[src/rtl/ptp_pkg.sv]
// package: constants and types for the pwm trip protection block
package ptp_pkg;
  // number of comparator units feeding the pwm crossbar
  localparam int NUM_CMP = 6;
  // number of trip lines (trip 1..trip 15, index 0 unused)
  localparam int NUM_TRIP = 16;
  // trip line numbers that the pwm crossbar may drive
  localparam int XBAR_TRIP_LO = 4;
  localparam int XBAR_TRIP_HI = 12;
  // trip line fed directly by input crossbar line one
  localparam int TRIP_LINE_ONE = 1;
  // pwm crossbar mux/position width
  localparam int MUX_W = 4;
  localparam int POS_W = 2;
  localparam int TRIP_SEL_W = 4;
  // least persistence of a comparator trip, in time-base periods
  localparam int CMP_PERSIST_CYC = 3;
  // pwm crossbar positions
  localparam logic [1:0] POS_HIGH = 2'h0;
  localparam logic [1:0] POS_OR = 2'h1;
  localparam logic [1:0] POS_LOW_OR_PIN = 2'h2;
  // trip actions per output
  typedef enum logic [1:0] {
    PTP_ACT_HIZ = 2'h0,
    PTP_ACT_HIGH = 2'h1,
    PTP_ACT_LOW = 2'h2,
    PTP_ACT_NONE = 2'h3
  } ptp_act_e;
  // compare event conditions
  typedef enum logic [2:0] {
    PTP_CND_OFF = 3'h0,
    PTP_CND_LOW_LOW = 3'h1,
    PTP_CND_LOW_HIGH = 3'h2,
    PTP_CND_HIGH_LOW = 3'h3,
    PTP_CND_HIGH_HIGH = 3'h4
  } ptp_cnd_e;
  // cycle trip release points
  localparam logic [1:0] REL_ZERO = 2'h0;
  localparam logic [1:0] REL_PERIOD = 2'h1;
  localparam logic [1:0] REL_EITHER = 2'h2;
endpackage

[src/rtl/ptp_top.sv]
// module: trip routing, digital compare and trip-zone forcing of one pwm channel
`timescale 1ns/100ps
// Operation
// - comparator trips reach trip stage via compare
// - mux zero position zero routes comparator one high
// - crossbar output assignable to trips four..twelve
// - four compare events, two per output
// - only second events may cause cycle trips
// - each event uses selectable high/low inputs
// - high-input-high condition asserts while input high
// - cycle trip forces both outputs to action
// - trips set sticky flags and interrupt flag
// - single shot trip holds outputs until cleared
// - pins routable to crossbar or trip lines
// - input crossbar line one feeds trip one
// - pin trips active low, falling edge trips
// - separate actions for output a and b
// - single shot releases after input gone and cleared
// - cycle trip releases at zero/period/either event
module ptp_top
  import ptp_pkg::*;
#(
  parameter int NUM_PIN = 16,
  parameter int PIN_SEL_W = 4
)(
  input wire logic core_clk,
  input wire logic rst_b,
  // comparator subsystem trip outputs
  input wire logic [NUM_CMP-1:0] comparator_high_trip,
  input wire logic [NUM_CMP-1:0] comparator_low_trip,
  // general-purpose pins, already synchronous
  input wire logic [NUM_PIN-1:0] gpio_in,
  // pwm outputs before protection
  input wire logic pwm_in_a,
  input wire logic pwm_in_b,
  // time-base counter events
  input wire logic counter_zero_event,
  input wire logic counter_period_event,
  // input crossbar: pin selects for lines one..six
  input wire logic [6*PIN_SEL_W-1:0] input_xbar_sel,
  // pin routed by input crossbar line one onto trip one
  // pwm crossbar: mux, position and target trip line
  input wire logic [MUX_W-1:0] pwm_xbar_mux,
  input wire logic [POS_W-1:0] pwm_xbar_pos,
  input wire logic [TRIP_SEL_W-1:0] pwm_xbar_trip,
  // compare high/low input selects for a and b
  input wire logic [TRIP_SEL_W-1:0] compare_a_high_input,
  input wire logic [TRIP_SEL_W-1:0] compare_a_low_input,
  input wire logic [TRIP_SEL_W-1:0] compare_b_high_input,
  input wire logic [TRIP_SEL_W-1:0] compare_b_low_input,
  // conditions: a1, a2, b1, b2
  input wire logic [4*3-1:0] event_cond,
  // trip actions: a, b, then events a1 a2 b1 b2
  input wire logic [1:0] output_a_trip_action,
  input wire logic [1:0] output_b_trip_action,
  input wire logic [4*2-1:0] event_action,
  // enables: cycle trip from a2/b2, single shot from trip one
  input wire logic cyc_src_a2_en,
  input wire logic cyc_src_b2_en,
  input wire logic shot_src_trip1_en,
  input wire logic [1:0] cyc_release_sel,
  // write-one-to-clear strobes
  input wire logic clr_cyc_flag,
  input wire logic clr_shot_flag,
  input wire logic clr_int_flag,
  // protected outputs with enables
  output logic pwm_output_a,
  output logic pwm_output_a_oe,
  output logic pwm_output_b,
  output logic pwm_output_b_oe,
  // status
  output logic cyc_flag,
  output logic shot_flag,
  output logic int_flag,
  output logic [3:0] event_status,
  output logic trip_irq
);

  // elaboration check on pin select width
  if ((1 << PIN_SEL_W) < NUM_PIN)
  begin : g_bad_sel
    $error("pin select too narrow");
  end

  // local shape of the crossbars and of the compare stage
  localparam int NUM_IN_LINE = 6; // input crossbar lines
  localparam int NUM_EVT = 4; // compare events a1, a2, b1, b2
  localparam int COND_W = 3; // width of one event condition field
  localparam int ACT_W = 2; // width of one action field
  localparam int EVT_A1 = 0; // first a event, never a cycle trip source
  localparam int EVT_A2 = 1; // second a event, may cause a cycle trip
  localparam int EVT_B1 = 2; // first b event, never a cycle trip source
  localparam int EVT_B2 = 3; // second b event, may cause a cycle trip
  // trip lines after reset: line one idles high like its active-low pin
  localparam logic [NUM_TRIP-1:0] TRIP_IDLE = NUM_TRIP'(1) << TRIP_LINE_ONE;

  // elaboration check on trip line numbering and crossbar mux width
  if ((1 << TRIP_SEL_W) < NUM_TRIP || XBAR_TRIP_HI >= NUM_TRIP || (1 << MUX_W) <= 2 * NUM_CMP)
  begin : g_bad_shape
    $error("trip or mux select too narrow");
  end

  // input crossbar lines one..six; line one also feeds trip one
  // lines two..six only reach the trip lines through odd pwm crossbar muxes
  logic [NUM_IN_LINE:1] in_line; // pins picked by the input crossbar
  genvar gi;
  for (gi = 1; gi <= NUM_IN_LINE; gi++)
  begin : g_inxbar
    assign in_line[gi] = gpio_in[input_xbar_sel[(gi-1)*PIN_SEL_W +: PIN_SEL_W]];
  end

  // pwm crossbar mux selection
  logic [MUX_W-2:0] cmp_idx;
  logic mux_odd;
  logic xbar_sig;
  logic [NUM_CMP-1:0] cmp_or;
  assign cmp_idx = pwm_xbar_mux[MUX_W-1:1];
  assign mux_odd = pwm_xbar_mux[0];
  assign cmp_or = comparator_high_trip | comparator_low_trip;
  logic line_ok; // odd mux index names an existing input crossbar line
  assign line_ok = cmp_idx < (MUX_W-1)'(NUM_IN_LINE);
  // even mux: high trip / or; odd mux: low trip / input line
  // mux codes past the comparators and unused positions select nothing
  assign xbar_sig = (pwm_xbar_mux >= MUX_W'(2*NUM_CMP)) ? 1'b0 :
    (!mux_odd && pwm_xbar_pos == POS_HIGH) ? comparator_high_trip[cmp_idx] :
    (!mux_odd && pwm_xbar_pos == POS_OR) ? cmp_or[cmp_idx] :
    (mux_odd && pwm_xbar_pos == POS_HIGH) ? comparator_low_trip[cmp_idx] :
    (mux_odd && pwm_xbar_pos == POS_OR && line_ok) ? in_line[cmp_idx+1] :
    1'b0;

  // trip lines; crossbar only onto trips four..twelve
  logic [NUM_TRIP-1:0] trip_d;
  logic [NUM_TRIP-1:0] trip_q;
  genvar gt;
  for (gt = 0; gt < NUM_TRIP; gt++)
  begin : g_trip
    if (gt >= XBAR_TRIP_LO && gt <= XBAR_TRIP_HI)
    begin : g_x
      assign trip_d[gt] = xbar_sig && (pwm_xbar_trip == TRIP_SEL_W'(gt));
    end
    else if (gt == TRIP_LINE_ONE)
    begin : g_one
      assign trip_d[gt] = in_line[1];
    end
    else
    begin : g_z
      // other trip lines have no source in this channel
      assign trip_d[gt] = 1'b0;
    end
  end

  // trip lines synced to the time-base clock; comparators need 3 periods
  // reset to idle levels, so line one does not look tripped after reset
  always_ff @(posedge core_clk or negedge rst_b)
  begin
    if (!rst_b)
      trip_q <= TRIP_IDLE;
    else
      trip_q <= trip_d;
  end

  // compare events: comparator trips only arrive via these
  // a1 and a2 share the a inputs, b1 and b2 the b inputs
  logic [TRIP_SEL_W-1:0] hsel [NUM_EVT]; // high input select per event
  logic [TRIP_SEL_W-1:0] lsel [NUM_EVT]; // low input select per event
  logic [NUM_EVT-1:0] evt; // live compare events
  assign hsel[EVT_A1] = compare_a_high_input;
  assign hsel[EVT_A2] = compare_a_high_input;
  assign hsel[EVT_B1] = compare_b_high_input;
  assign hsel[EVT_B2] = compare_b_high_input;
  assign lsel[EVT_A1] = compare_a_low_input;
  assign lsel[EVT_A2] = compare_a_low_input;
  assign lsel[EVT_B1] = compare_b_low_input;
  assign lsel[EVT_B2] = compare_b_low_input;
  genvar ge;
  for (ge = 0; ge < NUM_EVT; ge++)
  begin : g_evt
    logic hi; // selected high input level
    logic lo; // selected low input level
    ptp_cnd_e cnd; // condition of this event
    assign hi = trip_q[hsel[ge]];
    assign lo = trip_q[lsel[ge]];
    assign cnd = ptp_cnd_e'(event_cond[ge*COND_W +: COND_W]);
    assign evt[ge] = (cnd == PTP_CND_HIGH_HIGH) ? hi :
      (cnd == PTP_CND_HIGH_LOW) ? !hi :
      (cnd == PTP_CND_LOW_HIGH) ? lo :
      (cnd == PTP_CND_LOW_LOW) ? !lo : 1'b0;
  end

  // cycle trip only from second events; first events never reach it
  logic cyc_src; // cycle trip source this cycle
  assign cyc_src = (cyc_src_a2_en && evt[EVT_A2]) ||
    (cyc_src_b2_en && evt[EVT_B2]);

  // single shot from trip one: pin is active low, falling edge trips
  // the pin level is taken from trip_q, one clock after the pin
  logic pin_prev_q;
  logic shot_src;
  logic pin_low;
  assign pin_low = !trip_q[TRIP_LINE_ONE];
  assign shot_src = shot_src_trip1_en && pin_low && pin_prev_q;

  // previous pin level, for the falling edge
  always_ff @(posedge core_clk or negedge rst_b)
  begin
    if (!rst_b)
      pin_prev_q <= 1'b1;
    else
      pin_prev_q <= trip_q[TRIP_LINE_ONE];
  end

  // cycle trip latch, released at chosen boundary
  // release code three never releases; a source still active sets again
  logic rel_evt;
  logic cyc_act_q;
  logic cyc_act_d;
  assign rel_evt = (cyc_release_sel == REL_ZERO) ? counter_zero_event :
    (cyc_release_sel == REL_PERIOD) ? counter_period_event :
    (cyc_release_sel == REL_EITHER) ? (counter_zero_event || counter_period_event) : 1'b0;
  assign cyc_act_d = cyc_src ? 1'b1 : (rel_evt ? 1'b0 : cyc_act_q);

  // single shot latch: held until flag cleared with input gone
  // a clear while the pin is still low clears the flag only
  logic shot_act_q;
  logic shot_act_d;
  assign shot_act_d = shot_src ? 1'b1 :
    ((clr_shot_flag && !pin_low) ? 1'b0 : shot_act_q);

  // sticky flags; a set wins over a clear
  // the interrupt flag has its own clear strobe
  logic cyc_flag_d;
  logic shot_flag_d;
  logic int_flag_d;
  assign cyc_flag_d = cyc_src || (cyc_flag && !clr_cyc_flag);
  assign shot_flag_d = shot_src || (shot_flag && !clr_shot_flag);
  assign int_flag_d = cyc_src || shot_src || (int_flag && !clr_int_flag);

  // action resolution: trip actions first, else event actions
  logic force_on;
  ptp_act_e act_a;
  ptp_act_e act_b;
  ptp_act_e evt_act_a;
  ptp_act_e evt_act_b;
  assign force_on = cyc_act_q || shot_act_q || cyc_src || shot_src;
  // a trip force overrides event actions; a first event beats a second
  assign evt_act_a = evt[EVT_A1] ? ptp_act_e'(event_action[EVT_A1*ACT_W +: ACT_W]) :
    evt[EVT_A2] ? ptp_act_e'(event_action[EVT_A2*ACT_W +: ACT_W]) : PTP_ACT_NONE;
  assign evt_act_b = evt[EVT_B1] ? ptp_act_e'(event_action[EVT_B1*ACT_W +: ACT_W]) :
    evt[EVT_B2] ? ptp_act_e'(event_action[EVT_B2*ACT_W +: ACT_W]) : PTP_ACT_NONE;
  assign act_a = force_on ? ptp_act_e'(output_a_trip_action) : evt_act_a;
  assign act_b = force_on ? ptp_act_e'(output_b_trip_action) : evt_act_b;

  // output value and enable per action
  // hiz drops the enable and parks the level low
  logic a_d;
  logic a_oe_d;
  logic b_d;
  logic b_oe_d;
  assign a_d = (act_a == PTP_ACT_HIGH) ? 1'b1 :
    (act_a == PTP_ACT_NONE) ? pwm_in_a : 1'b0;
  assign a_oe_d = (act_a != PTP_ACT_HIZ);
  assign b_d = (act_b == PTP_ACT_HIGH) ? 1'b1 :
    (act_b == PTP_ACT_NONE) ? pwm_in_b : 1'b0;
  assign b_oe_d = (act_b != PTP_ACT_HIZ);

  // state and registered outputs
  // trip_irq follows the next interrupt flag, so both change together
  always_ff @(posedge core_clk or negedge rst_b)
  begin
    if (!rst_b)
    begin
      cyc_act_q <= 1'b0;
      shot_act_q <= 1'b0;
      cyc_flag <= 1'b0;
      shot_flag <= 1'b0;
      int_flag <= 1'b0;
      trip_irq <= 1'b0;
      event_status <= '0;
      pwm_output_a <= 1'b0;
      pwm_output_a_oe <= 1'b0;
      pwm_output_b <= 1'b0;
      pwm_output_b_oe <= 1'b0;
    end
    else
    begin
      cyc_act_q <= cyc_act_d;
      shot_act_q <= shot_act_d;
      cyc_flag <= cyc_flag_d;
      shot_flag <= shot_flag_d;
      int_flag <= int_flag_d;
      trip_irq <= int_flag_d;
      event_status <= evt;
      pwm_output_a <= a_d;
      pwm_output_a_oe <= a_oe_d;
      pwm_output_b <= b_d;
      pwm_output_b_oe <= b_oe_d;
    end
  end

endmodule // ptp_top

[config.mk]
export PLATFORM = sky130hd
export DESIGN_NAME = ptp_top
export DESIGN_NICKNAME = d
export VERILOG_FILES = /design/src/rtl/ptp_pkg.sv /design/src/rtl/ptp_top.sv
export SDC_FILE = /design/constraint.sdc
export NUM_CORES = 1
export LEC_CHECK = 0
export BUFFER_PORTS_ARGS = -buffer_cell sky130_fd_sc_hd__clkbuf_2
export CORE_MARGIN = 2
export CORE_UTILIZATION = 53
export DETAILED_ROUTE_END_ITERATION = 8
export PLACE_DENSITY = 0.88
export SYNTH_ARGS = -nofsm -noshare
export SYNTH_HDL_FRONTEND = slang
export SYNTH_SLANG_ARGS = --single-unit
[constraint.sdc]
create_clock -name core_clk -period 4.2 [get_ports core_clk]
set_input_delay 0.84 -clock core_clk [delete_from_list [all_inputs] [get_ports core_clk]]
set_output_delay 0.84 -clock core_clk [all_outputs]
set_load 0.01 [all_outputs]
==> results by group <==
Setup path
  • Worst EP required: between 4 and 5 ns
  • Kind of end point of the critical path: flop
  • Worst Path Max Fanout: 7
  • Critical path startpoint category: input port
  • WS Path Type: input port to flop
  • Worst path arrival time: roughly 3.0 ns

Timing
  • FMAX: approximately 360 MHz
  • Hold Vio Cnt, Final: 0
  • Setup TNS: 0 ns
  • Part of the cycle the worst path needs: 66.7%
  • Setup WS post-layout: ~1.4 ns
  • Setup violators final: 0
  • Minimum clock period: between 2 and 3 ns
  • Worst Skew: around 0.0058 ns
  • Worst Tran Pin Value: around 0.63 ns
  • Slew Viols, Final: 0
  • RSZ-0062 raised after global routing: no
  • Worst slew margin: between 50% and 60%

Final layout
  • Commonest non-fill, non-tap cell in the layout: clkbuf_2
  • Ant. Diodes: 0
  • Filler cells: ~420
  • Layout area overhead: 24.8%
  • Fin area: about 3600 sq um
  • Most frequent cells in the layout: clkbuf_2 (127), mux4_2 (22), dfrtp_1 (22)
  • Fin util: a little over two thirds
  • Layout cells sized above 1: 45.4%
  • Nets: between 500 and 600

Synth
  • Yosys top cell area share: a little under a fifth
  • Synth Warn #: 0
  • Main flop type after synthesis: dfrtp_1
  • Post-synth design cell area: 2900 sq um
  • Syn Nets: between 300 and 400
  • Yosys reg bits: 24
  • Synth top area cells: dfrtp_1 (19%), mux4_2 (17%), mux4_1 (9.0%), mux2i_1 (6.2%), a21oi_1 (2.6%)
  • Post-synth ARST share: 100%
  • Post-synth cell types: 74
  • Leading area contributor after synthesis: dfrtp_1
  • Register area share after synthesis: about a fifth
  • Post-synth EDFFs: 0
  • Mapped Cells: about 280
  • Mean Syn Cell Area: 10.5 sq um

Pwr
  • Leak: around 0.0017 uW
  • Pwr Density: between 200 and 250 nW/um^2
  • Worst-case vdd ir drop: about 0.21 mV

Clock tree
  • CTS Buffer Depth: 2
  • Inserted Clock Buffers: 3
  • CTS root buffer: clkbuf_8
  • CTS Hold Buffers Added: 0
  • CTS sink count: 24
  • CTS clock-pin slew for the worst setup and hold paths: 0.08 ns
  • H-tree depth: 1
  • Post-CTS Resized: 0
  • CTS tree: built
  • Clock Latency Late Sink: between 0.2 and 0.3 ns
  • Postcts setup bufs: 0

Place
  • Port bufs: between 100 and 150
  • Post-place setup slack: 1.14 ns
  • Post-DP HPWL: roughly 6600 um
  • Routability congestion estimate from global placement: between 0.8 and 0.9
  • Dpl cell area: approximately 3600 sq um

Floorplanning
  • Starting Density: 55.8%
  • Horiz. Die Dim: slightly below 80 um
  • Die ar.: approximately 6100 sq um
  • Die Height: between 70 and 80 um
  • IO Pins: about 130
  • Core footprint: 5200 sq um
  • Std-Cell Rows: 26

Global route
  • First-pass GRT wire length: 13200 um
  • Total global-route track usage: a little over a quarter
  • Antenna violations before repair: 0
  • Largest net degree at the start of global routing: 25
  • Total grt overflow: 0
  • Number of global-route vias before repair: ~2900

Routing
  • Final WL: ~8200 um
  • Initial drt markers: around 300
  • Remaining DRCs: 0
  • Vias per cell: approximately 6.3
  • WL/cell: 17.4 um
  • Routed vias: ~3000
  • DRT Pass-1 Iters: 5
  • Antenna viol nets, final: 0

Run status
  • Status: finished, final reports clean

Hold path
  • Hold Crit Class: flop to flop

Flow run
  • MaxCap Viol Count: 0
## critical path, stage by stage
cell and delay (ns):
clkbuf_2 0.17, mux2_4 0.31, nand4b_1 0.08, nand3_1 0.09, or2_4 0.27, or4b_4 0.50
nand3_2 0.14, mux2_2 0.36, a221oi_2 0.21
## metrics by stage
step	total power, uW	std cells	hold WS, ns
4_1_cts	756	469	0.433
5_1_grt	800	469	0.448
3_5_place_dp	599	465	0.421
3_3_place_gp	587	465	0.418
2_1_floorplan	463	276	0.383
6_report	757	469	0.435
## power by group
group	internal (uW)	switching (uW)	total, uW
Sequential	258	17.1	275
Clock	83.6	75.6	159
Combinational	164	158	322
## cells in the mapped netlist, types with 3 or more instances
| cell | number |
|---|---|
| a211oi_1 | 3 |
| mux2i_1 | 18 |
| nor3_1 | 15 |
| o22ai_1 | 3 |
| mux4_2 | 22 |
| buf_6 | 3 |
| a21oi_1 | 15 |
| mux2_2 | 3 |
| dfrtp_1 | 22 |
| nand3b_1 | 4 |
| o21ai_0 | 9 |
| nand2b_1 | 12 |
| nor3b_1 | 7 |
| nor4bb_1 | 3 |
| nor2b_1 | 5 |
| nor2_1 | 16 |
| o221ai_1 | 3 |
| a31o_1 | 3 |
| nand2_1 | 15 |
| and3_1 | 4 |
| inv_1 | 8 |
| a31oi_1 | 3 |
| mux4_1 | 10 |
| nand3_1 | 6 |
## layer usage
metal  up-vias  routed length [um]  global-route usage, %
met5         -                   0                      0
met4         0                 101                   4.91
met3        12                 566                   1.95
met2       132                4270                   49.7
met1      1418                3220                   34.7
li1       1389                   -                      -
## flip-flops by register name (all words and copies together), names as in the netlist
signal           count
cyc_act_q            1
shot_act_q           1
pwm_output_a_oe      1
shot_flag            1
trip_q              10
pwm_output_b         1
cyc_flag             1
pin_prev_q           1
pwm_output_a         1
event_status         4
pwm_output_b_oe      1
trip_irq             1
## path summary, 6_finish.rpt
kind,start,to,slack [ns],cells past startpoint
worst max-delay path,compare_a_low_input[0],pwm_output_a,1.40,9
worst min-delay path,trip_q[1],pin_prev_q,0.43,0
worst max register to register,trip_q[1],pwm_output_b_oe,1.62,8
worst min register to register,trip_q[1],pin_prev_q,0.43,0
max in group asynchronous,rst_b,shot_flag,3.22,1
min in group asynchronous,rst_b,event_status[3],0.57,1
## cells by family (layout without fill, tap and decap cells)
| logic type | after synthesis | in the layout | synth area share, % |
|---|---|---|---|
| AO/OA/AOI/OAI | 61 | 61 | 15.6 |
| multiplexers | 56 | 56 | 34.8 |
| buffers and inverters | 16 | 139 | 3.06 |
| XOR/XNOR | 1 | 1 | 0.302 |
| adder cells (fa/ha/maj) | 1 | 1 | 0.431 |
| AND/OR/NAND/NOR | 117 | 117 | 25.1 |
| flip-flops | 24 | 24 | 20.8 |
## area by class of cell
type / count / area, sq um / share of cell area, %
Multi-Input combinational cell: 236 / 2210 / 61.0
Sequential cell: 24 / 603 / 16.6
Tap cell: 70 / 87.6 / 2.42
Inverter: 8 / 30.0 / 0.829
Timing Repair Buffer: 127 / 636 / 17.5
Clock buffer: 4 / 55.1 / 1.52
No activity file was read; power rests on OpenSTA's default activity.
